<file path="src/common/csm_pkg.sv">
// Purpose: Constants shared by the CAN signal mapper.
// Assumes: 50 MHz system clock.
// Notes:   Register offsets are byte addresses on the Avalon-MM slave.
package csm_pkg;
  localparam int          CSM_NSIG        = 10;
  localparam int          CSM_ENTRY_BYTES = 7;
  localparam int          CSM_NATURAL     = 32;
  localparam int          CSM_FIELD_BITS  = 64;
  localparam int          CSM_MISS_LIMIT  = 2;
  localparam int          CSM_CLK_HZ      = 50_000_000;
  localparam int          CSM_TICK_MS     = 1;
  localparam int          CSM_CYC_PER_MS  = CSM_CLK_HZ / 1000 * CSM_TICK_MS;

  localparam logic [7:0]  CSM_REG_CTRL    = 8'h00;
  localparam logic [7:0]  CSM_REG_STATUS  = 8'h04;
  localparam logic [7:0]  CSM_REG_MASK    = 8'h08;
  localparam logic [7:0]  CSM_REG_CFG     = 8'h0c;
  localparam logic [7:0]  CSM_REG_RATE    = 8'h10;
  localparam logic [7:0]  CSM_REG_TMO     = 8'h14;
  localparam logic [7:0]  CSM_REG_STATE   = 8'h18;

  localparam int          CSM_ST_TIMEOUT  = 0;
  localparam int          CSM_ST_PLAUS    = 1;
  localparam int          CSM_ST_CFG_DONE = 2;
  localparam int          CSM_ST_CFG_ERR  = 3;
  localparam int          CSM_ST_DROP     = 4;
  localparam int          CSM_ST_BITS     = 5;

  localparam logic [7:0]  CSM_TYPE_PARAM  = 8'h00;
  localparam logic [7:0]  CSM_TYPE_SPEC   = 8'h02;
  localparam int          CSM_ATTR_INV    = 0;
  localparam int          CSM_ATTR_SAT    = 2;

  localparam logic [2:0]  CSM_E_TYPE      = 3'h0;
  localparam logic [2:0]  CSM_E_IDX_LO    = 3'h2;
  localparam logic [2:0]  CSM_E_IDX_HI    = 3'h3;
  localparam logic [2:0]  CSM_E_WIDTH     = 3'h4;
  localparam logic [2:0]  CSM_E_SHIFT     = 3'h5;
  localparam logic [2:0]  CSM_E_ATTR      = 3'h6;

  localparam logic        CSM_CTRL_RST    = 1'b0;
  localparam logic [4:0]  CSM_MASK_RST    = 5'h00;
  localparam logic [15:0] CSM_TMO_RST     = 16'h0000;
  localparam logic [15:0] CSM_RATE_RST    = 16'h0000;

  typedef enum logic [2:0] {
    CSM_P_TXCNT  = 3'b000,
    CSM_P_ENTRY  = 3'b001,
    CSM_P_RXCNT  = 3'b011,
    CSM_P_RATE_L = 3'b010,
    CSM_P_RATE_H = 3'b110,
    CSM_P_END    = 3'b111
  } csm_parse_e;

  typedef enum logic [1:0] {
    CSM_M_IDLE  = 2'b00,
    CSM_M_TX    = 2'b01,
    CSM_M_RXCHK = 2'b11,
    CSM_M_RXWR  = 2'b10
  } csm_mode_e;
endpackage

</file>
<file path="src/rtl/csm_can_signal_mapper.sv">
// Purpose: Packs send signals into and unpacks receive signals from a 64-bit CAN data field.
// Assumes: All inputs synchronous to ref_clk_i; one send and one receive message layout.
// Notes:   Configuration list arrives byte by byte through the CFG register.
`timescale 1ns/1ps
module csm_can_signal_mapper
  import csm_pkg::*;
#(
  parameter int CYC_PER_MS = CSM_CYC_PER_MS,
  parameter int NSIG       = CSM_NSIG
) (
  // Clock and reset
  input  wire logic        ref_clk_i,
  input  wire logic        reset_n_i,
  // Avalon-MM slave
  input  wire logic [7:0]  avs_address_i,
  input  wire logic        avs_read_i,
  input  wire logic        avs_write_i,
  input  wire logic [31:0] avs_writedata_i,
  input  wire logic [3:0]  avs_byteenable_i,
  output logic      [31:0] avs_readdata_o,
  output logic             avs_waitrequest_o,
  output logic             irq_o,
  // Send path
  input  wire logic        tx_start_i,
  output logic             src_param_sel_o,
  output logic             src_special_sel_o,
  output logic      [15:0] src_index_o,
  input  wire logic [31:0] src_value_i,
  output logic      [63:0] tx_data_o,
  output logic             tx_valid_o,
  // Receive path
  input  wire logic        rx_valid_i,
  input  wire logic [63:0] rx_data_i,
  output logic             snk_we_o,
  output logic             snk_param_sel_o,
  output logic             snk_special_sel_o,
  output logic      [15:0] snk_index_o,
  output logic      [31:0] snk_value_o,
  // Bus settings
  output logic      [15:0] bitrate_kbaud_o,
  output logic             cfg_valid_o
);
  localparam int SLOTS = 2 * NSIG;

  function automatic logic [63:0] fmask(input logic [7:0] w);
    logic [7:0] c;
    c = (w > 8'(CSM_NATURAL)) ? 8'(CSM_NATURAL) : w;
    fmask = (64'h1 << c) - 64'h1;
  endfunction

  function automatic logic [63:0] fit(input logic [31:0] v, input logic [7:0] w, input logic sat);
    logic [63:0] m;
    m = fmask(w);
    if (sat && (({32'h0, v} & ~m) != 64'h0)) fit = m;
    else fit = {32'h0, v} & m;
  endfunction

  function automatic logic [31:0] be_merge(input logic [31:0] old, input logic [31:0] wd, input logic [3:0] be);
    logic [31:0] m;
    m = {{8{be[3]}}, {8{be[2]}}, {8{be[1]}}, {8{be[0]}}};
    be_merge = (old & ~m) | (wd & m);
  endfunction

  // Avalon slave: one wait cycle, then answer
  logic                   ack;
  logic                   next_ack;
  logic [31:0]            next_readdata;
  logic                   enable;
  logic                   next_enable;
  logic [4:0]             irq_mask;
  logic [4:0]             next_irq_mask;
  logic [4:0]             status;
  logic [4:0]             next_status;
  logic [15:0]            tmo_ms;
  logic [15:0]            next_tmo_ms;
  logic                   wr_go;
  logic                   cfg_we;
  logic [4:0]             ev;
  logic [31:0]            tmp;

  // Configuration tables, send slots first then receive slots
  csm_parse_e             pstate;
  csm_parse_e             next_pstate;
  logic [7:0]             s_type [SLOTS];
  logic [15:0]            s_idx  [SLOTS];
  logic [7:0]             s_wid  [SLOTS];
  logic [7:0]             s_sft  [SLOTS];
  logic [7:0]             s_att  [SLOTS];
  logic [7:0]             n_type [SLOTS];
  logic [15:0]            n_idx  [SLOTS];
  logic [7:0]             n_wid  [SLOTS];
  logic [7:0]             n_sft  [SLOTS];
  logic [7:0]             n_att  [SLOTS];
  logic [7:0]             ntx, nrx, next_ntx, next_nrx;
  logic [3:0]             pidx, next_pidx;
  logic [2:0]             pbyte, next_pbyte;
  logic                   pdir, next_pdir;
  logic [15:0]            rate_new, next_rate_new;
  logic [15:0]            next_rate;
  logic                   next_cfg_ok;
  logic [4:0]             slot;
  logic [7:0]             cfg_b;
  logic [9:0]             tot_tx, tot_rx;
  logic [3:0]             inv_cnt;

  // Mapping engine
  csm_mode_e              mode, next_mode;
  logic [3:0]             midx, next_midx;
  logic [63:0]            frame, next_frame;
  logic [63:0]            rxbuf, next_rxbuf;
  logic                   bad, next_bad;
  logic [1:0]             miss, next_miss;
  logic [63:0]            next_tx_data;
  logic                   next_tx_valid;
  logic                   next_snk_we, next_snk_psel, next_snk_ssel;
  logic [15:0]            next_snk_index;
  logic [31:0]            next_snk_value;
  logic [4:0]             mslot;
  logic [63:0]            fld, inv, m, f_new;
  logic [8:0]             inv_pos;
  logic                   last;
  logic                   ev_tmo, ev_plaus, ev_done, ev_err, ev_drop, ev_rx_ok;

  // Receive timeout
  logic [$clog2(CYC_PER_MS)-1:0] tick_cnt, next_tick_cnt;
  logic [15:0]            ms_cnt, next_ms_cnt;
  logic                   tmo_hit, next_tmo_hit;

  assign avs_waitrequest_o = (avs_read_i | avs_write_i) & ~ack;
  assign wr_go             = avs_write_i & ack;
  assign cfg_we            = wr_go && avs_address_i == CSM_REG_CFG && avs_byteenable_i[0];
  assign cfg_b             = avs_writedata_i[7:0];
  assign irq_o             = |(status & irq_mask);

  always_comb begin
    ev                    = 5'h00;
    ev[CSM_ST_TIMEOUT]    = ev_tmo;
    ev[CSM_ST_PLAUS]      = ev_plaus;
    ev[CSM_ST_CFG_DONE]   = ev_done;
    ev[CSM_ST_CFG_ERR]    = ev_err;
    ev[CSM_ST_DROP]       = ev_drop;
    next_ack              = (avs_read_i | avs_write_i) & ~ack;
    next_readdata         = avs_readdata_o;
    next_enable           = enable;
    next_irq_mask         = irq_mask;
    next_tmo_ms           = tmo_ms;
    next_status           = status;
    tmp                   = 32'h0;
    if (wr_go) begin
      unique case (avs_address_i)
        CSM_REG_CTRL: begin
          tmp         = be_merge({31'h0, enable}, avs_writedata_i, avs_byteenable_i);
          next_enable = tmp[0];
        end
        CSM_REG_MASK: begin
          tmp           = be_merge({27'h0, irq_mask}, avs_writedata_i, avs_byteenable_i);
          next_irq_mask = tmp[4:0];
        end
        CSM_REG_TMO: begin
          tmp         = be_merge({16'h0, tmo_ms}, avs_writedata_i, avs_byteenable_i);
          next_tmo_ms = tmp[15:0];
        end
        CSM_REG_STATUS: begin
          if (avs_byteenable_i[0]) next_status = status & ~avs_writedata_i[4:0];
        end
        default: ;
      endcase
    end
    // Hardware set beats a clear in the same cycle
    next_status = next_status | ev;
    if (avs_read_i && !ack) begin
      unique case (avs_address_i)
        CSM_REG_CTRL:   next_readdata = {31'h0, enable};
        CSM_REG_STATUS: next_readdata = {27'h0, status};
        CSM_REG_MASK:   next_readdata = {27'h0, irq_mask};
        CSM_REG_CFG:    next_readdata = {29'h0, pstate};
        CSM_REG_RATE:   next_readdata = {16'h0, bitrate_kbaud_o};
        CSM_REG_TMO:    next_readdata = {16'h0, tmo_ms};
        CSM_REG_STATE:  next_readdata = {nrx, ntx, 11'h0, miss, mode, cfg_valid_o};
        default:        next_readdata = 32'h0;
      endcase
    end
  end

  always_ff @(posedge ref_clk_i) begin
    if (!reset_n_i) begin
      ack            <= 1'b0;
      avs_readdata_o <= 32'h0;
      enable         <= CSM_CTRL_RST;
      irq_mask       <= CSM_MASK_RST;
      tmo_ms         <= CSM_TMO_RST;
      status         <= '0;
    end else begin
      ack            <= next_ack;
      avs_readdata_o <= next_readdata;
      enable         <= next_enable;
      irq_mask       <= next_irq_mask;
      tmo_ms         <= next_tmo_ms;
      status         <= next_status;
    end
  end

  // Configuration list parser
  always_comb begin
    next_pstate   = pstate;
    next_pidx     = pidx;
    next_pbyte    = pbyte;
    next_pdir     = pdir;
    next_ntx      = ntx;
    next_nrx      = nrx;
    next_rate_new = rate_new;
    next_rate     = bitrate_kbaud_o;
    next_cfg_ok   = cfg_valid_o;
    ev_done       = 1'b0;
    ev_err        = 1'b0;
    n_type        = s_type;
    n_idx         = s_idx;
    n_wid         = s_wid;
    n_sft         = s_sft;
    n_att         = s_att;
    slot          = pdir ? 5'(NSIG) + 5'(pidx) : 5'(pidx);
    tot_tx        = 10'h0;
    tot_rx        = 10'h0;
    inv_cnt       = 4'h0;
    for (int i = 0; i < NSIG; i++) begin
      if (8'(i) < ntx) tot_tx = tot_tx + 10'(s_wid[i]);
      if (8'(i) < nrx) begin
        tot_rx  = tot_rx + (s_att[NSIG+i][CSM_ATTR_INV] ? 10'({s_wid[NSIG+i], 1'b0}) : 10'(s_wid[NSIG+i]));
        inv_cnt = inv_cnt + 4'(s_att[NSIG+i][CSM_ATTR_INV]);
      end
    end
    if (cfg_we) begin
      unique case (pstate)
        CSM_P_TXCNT, CSM_P_RXCNT: begin
          next_pidx  = 4'h0;
          next_pbyte = 3'h0;
          next_pdir  = (pstate == CSM_P_RXCNT);
          if (cfg_b > 8'(NSIG)) begin
            ev_err      = 1'b1;
            next_pstate = CSM_P_TXCNT;
          end else if (pstate == CSM_P_TXCNT) begin
            next_cfg_ok = 1'b0;
            next_ntx    = cfg_b;
            next_pstate = (cfg_b == 8'h0) ? CSM_P_RXCNT : CSM_P_ENTRY;
          end else begin
            next_nrx    = cfg_b;
            next_pstate = (cfg_b == 8'h0) ? CSM_P_RATE_L : CSM_P_ENTRY;
          end
        end
        CSM_P_ENTRY: begin
          unique case (pbyte)
            CSM_E_TYPE:   n_type[slot]      = cfg_b;
            CSM_E_IDX_LO: n_idx[slot][7:0]  = cfg_b;
            CSM_E_IDX_HI: n_idx[slot][15:8] = cfg_b;
            CSM_E_WIDTH:  n_wid[slot]       = cfg_b;
            CSM_E_SHIFT:  n_sft[slot]       = cfg_b;
            CSM_E_ATTR:   n_att[slot]       = cfg_b;
            default: ;
          endcase
          next_pbyte = pbyte + 3'h1;
          if (pbyte == 3'(CSM_ENTRY_BYTES - 1)) begin
            next_pbyte = 3'h0;
            next_pidx  = pidx + 4'h1;
            if (8'(pidx) + 8'h1 == (pdir ? nrx : ntx))
              next_pstate = pdir ? CSM_P_RATE_L : CSM_P_RXCNT;
          end
        end
        CSM_P_RATE_L: begin
          next_rate_new[7:0] = cfg_b;
          next_pstate        = CSM_P_RATE_H;
        end
        CSM_P_RATE_H: begin
          next_rate_new[15:8] = cfg_b;
          next_pstate         = CSM_P_END;
        end
        CSM_P_END: begin
          next_pstate = CSM_P_TXCNT;
          // Layout only becomes live after a clean terminator and a legal length
          if (cfg_b == 8'h0 && tot_tx <= 10'(CSM_FIELD_BITS) && tot_rx <= 10'(CSM_FIELD_BITS)
              && (ntx == 8'h0 || tot_tx != 10'h0) && (nrx == 8'h0 || tot_rx != 10'h0)
              && inv_cnt <= 4'h1) begin
            next_cfg_ok = 1'b1;
            next_rate   = rate_new;
            ev_done     = 1'b1;
          end else begin
            ev_err = 1'b1;
          end
        end
      endcase
    end
  end

  always_ff @(posedge ref_clk_i) begin
    if (!reset_n_i) begin
      pstate          <= CSM_P_TXCNT;
      pidx            <= 4'h0;
      pbyte           <= 3'h0;
      pdir            <= 1'b0;
      ntx             <= 8'h0;
      nrx             <= 8'h0;
      rate_new        <= CSM_RATE_RST;
      bitrate_kbaud_o <= CSM_RATE_RST;
      cfg_valid_o     <= 1'b0;
      s_type          <= '{default: 8'h0};
      s_idx           <= '{default: 16'h0};
      s_wid           <= '{default: 8'h0};
      s_sft           <= '{default: 8'h0};
      s_att           <= '{default: 8'h0};
    end else begin
      pstate          <= next_pstate;
      pidx            <= next_pidx;
      pbyte           <= next_pbyte;
      pdir            <= next_pdir;
      ntx             <= next_ntx;
      nrx             <= next_nrx;
      rate_new        <= next_rate_new;
      bitrate_kbaud_o <= next_rate;
      cfg_valid_o     <= next_cfg_ok;
      s_type          <= n_type;
      s_idx           <= n_idx;
      s_wid           <= n_wid;
      s_sft           <= n_sft;
      s_att           <= n_att;
    end
  end

  // Source selection for the signal being packed
  assign src_param_sel_o   = mode == CSM_M_TX && s_type[midx] == CSM_TYPE_PARAM;
  assign src_special_sel_o = mode == CSM_M_TX && s_type[midx] == CSM_TYPE_SPEC;
  assign src_index_o       = s_idx[midx];

  // Mapping engine: one signal per cycle
  always_comb begin
    next_mode      = mode;
    next_midx      = midx;
    next_frame     = frame;
    next_rxbuf     = rxbuf;
    next_bad       = bad;
    next_miss      = miss;
    next_tx_data   = tx_data_o;
    next_tx_valid  = 1'b0;
    next_snk_we    = 1'b0;
    next_snk_psel  = snk_param_sel_o;
    next_snk_ssel  = snk_special_sel_o;
    next_snk_index = snk_index_o;
    next_snk_value = snk_value_o;
    ev_drop        = 1'b0;
    ev_plaus       = 1'b0;
    ev_rx_ok       = 1'b0;
    mslot          = (mode == CSM_M_TX) ? 5'(midx) : 5'(NSIG) + 5'(midx);
    m              = fmask(s_wid[mslot]);
    // Bit 0 of the field is the LSB of the first data byte
    fld            = (rxbuf >> s_sft[mslot]) & m;
    inv_pos        = {1'b0, s_sft[mslot]} + {1'b0, s_wid[mslot]};
    inv            = (rxbuf >> inv_pos) & m;
    f_new          = frame | (fit(src_value_i, s_wid[mslot], s_att[mslot][CSM_ATTR_SAT]) << s_sft[mslot]);
    last           = (mode == CSM_M_TX) ? (8'(midx) + 8'h1 >= ntx) : (8'(midx) + 8'h1 >= nrx);
    unique case (mode)
      CSM_M_IDLE: begin
        next_midx = 4'h0;
        // Requests arriving while busy are not queued
        if (enable && cfg_valid_o && tx_start_i && ntx != 8'h0) begin
          next_frame = 64'h0;
          next_mode  = CSM_M_TX;
        end else if (enable && cfg_valid_o && rx_valid_i && nrx != 8'h0) begin
          next_rxbuf = rx_data_i;
          next_bad   = 1'b0;
          next_mode  = CSM_M_RXCHK;
        end
      end
      CSM_M_TX: begin
        next_frame = f_new;
        next_midx  = midx + 4'h1;
        if (last) begin
          next_tx_data  = f_new;
          next_tx_valid = 1'b1;
          next_mode     = CSM_M_IDLE;
        end
      end
      CSM_M_RXCHK: begin
        if (s_att[mslot][CSM_ATTR_INV] && inv != (~fld & m)) next_bad = 1'b1;
        next_midx = midx + 4'h1;
        if (last) begin
          next_midx = 4'h0;
          if (next_bad) begin
            ev_drop   = 1'b1;
            next_mode = CSM_M_IDLE;
            if (miss >= 2'(CSM_MISS_LIMIT - 1)) ev_plaus = 1'b1;
            else next_miss = miss + 2'h1;
          end else begin
            next_miss = 2'h0;
            ev_rx_ok  = 1'b1;
            next_mode = CSM_M_RXWR;
          end
        end
      end
      CSM_M_RXWR: begin
        next_snk_we    = 1'b1;
        next_snk_psel  = s_type[mslot] == CSM_TYPE_PARAM;
        next_snk_ssel  = s_type[mslot] == CSM_TYPE_SPEC;
        next_snk_index = s_idx[mslot];
        next_snk_value = fld[31:0];
        next_midx      = midx + 4'h1;
        if (last) next_mode = CSM_M_IDLE;
      end
    endcase
  end

  always_ff @(posedge ref_clk_i) begin
    if (!reset_n_i) begin
      mode              <= CSM_M_IDLE;
      midx              <= 4'h0;
      frame             <= 64'h0;
      rxbuf             <= 64'h0;
      bad               <= 1'b0;
      miss              <= 2'h0;
      tx_data_o         <= 64'h0;
      tx_valid_o        <= 1'b0;
      snk_we_o          <= 1'b0;
      snk_param_sel_o   <= 1'b0;
      snk_special_sel_o <= 1'b0;
      snk_index_o       <= 16'h0;
      snk_value_o       <= 32'h0;
    end else begin
      mode              <= next_mode;
      midx              <= next_midx;
      frame             <= next_frame;
      rxbuf             <= next_rxbuf;
      bad               <= next_bad;
      miss              <= next_miss;
      tx_data_o         <= next_tx_data;
      tx_valid_o        <= next_tx_valid;
      snk_we_o          <= next_snk_we;
      snk_param_sel_o   <= next_snk_psel;
      snk_special_sel_o <= next_snk_ssel;
      snk_index_o       <= next_snk_index;
      snk_value_o       <= next_snk_value;
    end
  end

  // Receive message timeout, restarted by every accepted message
  always_comb begin
    next_tick_cnt = tick_cnt;
    next_ms_cnt   = ms_cnt;
    next_tmo_hit  = tmo_hit;
    ev_tmo        = 1'b0;
    if (!enable || !cfg_valid_o || tmo_ms == 16'h0 || ev_rx_ok) begin
      next_tick_cnt = '0;
      next_ms_cnt   = 16'h0;
      next_tmo_hit  = 1'b0;
    end else if (!tmo_hit) begin
      next_tick_cnt = tick_cnt + 1'b1;
      if (tick_cnt == $bits(tick_cnt)'(CYC_PER_MS - 1)) begin
        next_tick_cnt = '0;
        next_ms_cnt   = ms_cnt + 16'h1;
        if (ms_cnt + 16'h1 >= tmo_ms) begin
          ev_tmo       = 1'b1;
          next_tmo_hit = 1'b1;
        end
      end
    end
  end

  always_ff @(posedge ref_clk_i) begin
    if (!reset_n_i) begin
      tick_cnt <= '0;
      ms_cnt   <= 16'h0;
      tmo_hit  <= 1'b0;
    end else begin
      tick_cnt <= next_tick_cnt;
      ms_cnt   <= next_ms_cnt;
      tmo_hit  <= next_tmo_hit;
    end
  end
endmodule

</file>
<file path="config.mk">
export PLATFORM = sky130hd
export DESIGN_NAME = csm_can_signal_mapper
export DESIGN_NICKNAME = d
export VERILOG_FILES = /design/src/common/csm_pkg.sv /design/src/rtl/csm_can_signal_mapper.sv
export SDC_FILE = /design/constraint.sdc
export NUM_CORES = 2
export LEC_CHECK = 0
export BUFFER_PORTS_ARGS = -buffer_cell sky130_fd_sc_hd__buf_4
export CAP_MARGIN = 20
export CORE_AREA = 2 2 528 530
export DETAILED_ROUTE_END_ITERATION = 8
export DIE_AREA = 0 0 530 532
export GPL_TIMING_DRIVEN = 1
export PLACE_DENSITY_LB_ADDON = 0.2
export RECOVER_POWER = 25
export SYNTH_ARGS = -nofsm -noshare
export SYNTH_HDL_FRONTEND = slang
export SYNTH_SLANG_ARGS = --single-unit
</file>
<file path="constraint.sdc">
create_clock -name ref_clk_i -period 29.2 [get_ports ref_clk_i]
set_clock_uncertainty 0.05 [all_clocks]
set_input_delay 5.84 -clock ref_clk_i [delete_from_list [all_inputs] [get_ports ref_clk_i]]
set_output_delay 5.84 -clock ref_clk_i [all_outputs]
set_load 0.05 [all_outputs]
</file>
==> qor.txt <==
Synth top area share = 30.2%
cts repair resizes = 0
Post-synth EDFFs = 0
Critical Path, Cell by Cell = clkbuf_1 > clkinvlp_2 > clkbuf_1 > buf_4 > buf_4 > nor2_1
outcome = finished, violations left
sequential standard cell area = 25000 sq um
RSZ-0062 raised after global routing = false
r2r endpoint = bitrate_kbaud_o[12]
Tightest Hold Check Type = reg -> reg
#FFs+latches synth = 1246
top cell type by total area after synthesis = dfxtp_1
H-tree Lvls = 4
initial antenna violation count = 8
WP data arrival = 18.19 ns
gr usage total = 26.0%
TritonRoute pass-1 iters = 7
CP Max Fanout = 210
prevailing post-synth register cell = dfxtp_1
slew of the pin with the lowest slew margin = 9.08 ns
Worst Setup Path Type = in -> reg
r2r startpoint = ntx[7]
Slew headroom = -505%
Slowest cell on crit path = clkbuf_1
mux contribution to synthesized area = 17.4%
Final TNS setup = 0 ns
DR vias/cell = 5.89
total number of yosys warnings = 0
Synth Area in Adders = 3.78%
vias in the first global route = 78800
Routed Antenna Nets = 0
Synth Net Count = 10700
setup slack, reg-to-reg = 15.38 ns
GR Overflow Total = 0
Final nets = 10500
synth-to-layout area growth = 12.5%
pre-CTS setup slack = 15.38 ns
CP Capture Type = flip-flop
Post-Syn Instances = 10300
first-pass GRT wire length = 554000 microns
Reg clk slew, reported paths = 0.06 ns
FILL cells = 29100
DP HPWL = 270000 microns
DR iter-0 viols = 9092
Pwr Total = 0.00382 W
most common cell in the synthesized netlist = nand2_1
Fin. Hold Viols = 0
Rows = 193
number of clock sinks = 1246
period utilization = 60.0%
core area = 276000 sq um
vias = 82200
Critical Path Max Stage Delay = 6.31 ns
Critical Path End = s_idx[312]
Leakage = 32.8 nW
CTS tree = built
clock buffer depth = 4
io pins = 331
CP required = 29.86 ns
share of synthesized registers carrying an async set or reset = 0%
Area contributors post-synth = dfxtp_1 (30%), mux2i_1 (9.0%), mux4_2 (6.7%), a21oi_1 (6.5%), nand2_1 (6.1%)
average wire per cell in the routed design = 27.4 microns
Final WS setup = 11.68 ns
sequential share of the synthesized area = 30.2%
routability-driven placement congestion ratio = 1.01
hold buffers post-CTS = 0
largest net degree at the start of global routing = 211
Die X = 530 microns
Synth Area in XOR/XNOR = 2.36%
worst skew pair latency = 0.87 ns
Period minus WS final = 17.52 ns
Die Footprint = 282000 sq um
post-CTS setup buffers = 0
Post-Synth Simple-Gate Area = 20.0%
number of max-cap violations = 8
hold-critical path depth = 2
Power Dens Cells = 41.1 nW/um^2
final setup vio count = 0
final wirelength = 382000 microns
Crit. Startpoint = reset_n_i
largest family of logic cells by synthesized area = compound AO/OA/AOI/OAI gates
starting density of the core = 30.0%
final slew viol count = 719
crit start category = input pin
Cell Area, Synth = 82600 sq um
violated checks = capacitance limit, slew limit
max frequency = 0.0571 GHz
area of the multi-input gates = 53600 sq um
r2r worst-path depth = 50
post-synthesis compound-gate area fraction = 20.9%
worst IR drop on VDD = 0.0444 mV
Root Driver = clkbuf_16
Chip Height = 532 microns
Post-synth top cells = nand2_1 (1342), dfxtp_1 (1246), a21oi_1 (1074), nor2_1 (969), mux2i_1 (744)
Syn Area/Cell = 8.03 sq um
CTS buffer count = 157
Yosys cell types = 127
number of I/O port buffers = 312
Residual DRC = 0
fraction of layout cells with a size suffix above 1 = 11.4%
final cells by class:
class | instances | share of cell area, %
repair buffers | 564 | 3.94
clock inverters | 64 | 0.832
inverters | 207 | 0.864
flip-flops and latches | 1246 | 26.8
diodes | 7 | 0.0188
clock buffers | 211 | 4.85
well taps | 3705 | 4.99
multi-input cells | 7957 | 57.7
registers in the layout, indices dropped and copies added, names as in the netlist, 4 cells and up, named ones only:
name,flops
avs_readdata_o,32
bitrate_kbaud_o,16
frame,64
midx,4
ms_cnt,16
nrx,8
ntx,8
pidx,4
rate_new,16
rxbuf,64
s_att,40
s_idx,320
s_sft,160
s_type,160
s_wid,160
snk_index_o,16
snk_value_o,32
status,5
tick_cnt,16
tx_data_o,64
routing by layer:
metal | routed length (microns) | up-vias | share of wire [%] | global-route usage (%)
met5 | 27 | - | 0.0071 | 0
met1 | 162000 | 40600 | 42 | 34.3
met2 | 170000 | 3534 | 45 | 41.1
li1 | - | 37300 | - | -
met4 | 20000 | 4 | 5.2 | 11.8
met3 | 29800 | 762 | 7.8 | 4.43
logic make-up (layout without fill, tap and decap cells):
kind of cell    after synthesis  count (layout)
simple gates               3695            3695
compound gates             2692            2692
flops                      1246            1246
mux                        1113            1113
buf+inv                    1084            1046
fa+ha+maj                   238             238
xor+xnor                    219             219
other cells                   0               7
per-stage QoR:
step / util, % / hold slack, ns / cell area [sq um] / cells
2_1_floorplan: - / 0.381 / 82600 / 10300
3_3_place_gp: 32.0 / 0.388 / 88100 / 13700
3_5_place_dp: 32.0 / 0.394 / 88200 / 13700
4_1_cts: 33.9 / 0.402 / 93500 / 13900
5_1_grt: 33.7 / 0.416 / 92900 / 14000
6_report: 33.7 / 0.401 / 93000 / 14000
cells in the final DEF (no fill, tap or decap), drive strengths merged, types with 26 or more instances in the layout:
cell type	count
o21bai	47
a31oi	92
nor3	155
a22oi	91
o31ai	89
o21a	48
nand2	1345
a221oi	31
nand4	102
mux4	244
dfxtp	1246
and3	63
clkbuf	386
buf	389
a2111oi	80
ha	219
xor2	77
nor2b	66
o221ai	63
a21oi	1075
xnor2	141
mux2	122
nor4	56
o21ai	375
nand2b	57
a22o	26
o211ai	85
inv	208
nand3	694
clkinv	41
a21o	76
o22ai	116
and2	75
a211oi	111
mux2i	747
nor2	973
how the worst min path moves through the flow:
stage                           start     endpoint  slack, ns
after floorplan           s_type[118]  s_type[118]       0.38
after global placement      s_sft[63]    s_sft[63]       0.39
after detailed placement    frame[22]    frame[22]       0.39
after CTS                   frame[22]    frame[22]       0.40
after global routing       s_type[32]   s_type[32]       0.42
final                     s_type[122]  s_type[122]       0.40
where the power goes:
group / internal (W) / switching, W / total (W)
clock network: 0.00121 / 0.000819 / 0.00203
registers: 0.00170 / 0.000000130 / 0.00170
logic: 0.0000181 / 0.0000726 / 0.0000907
total: 0.00293 / 0.000892 / 0.00382
critical path: cells and delay by family:
| kind | cells | cell delay, ns |
|---|---|---|
| buf+inv | 5 | 11.61 |
| simple gates | 1 | 0.13 |
Power figures use the tool's default switching activity.
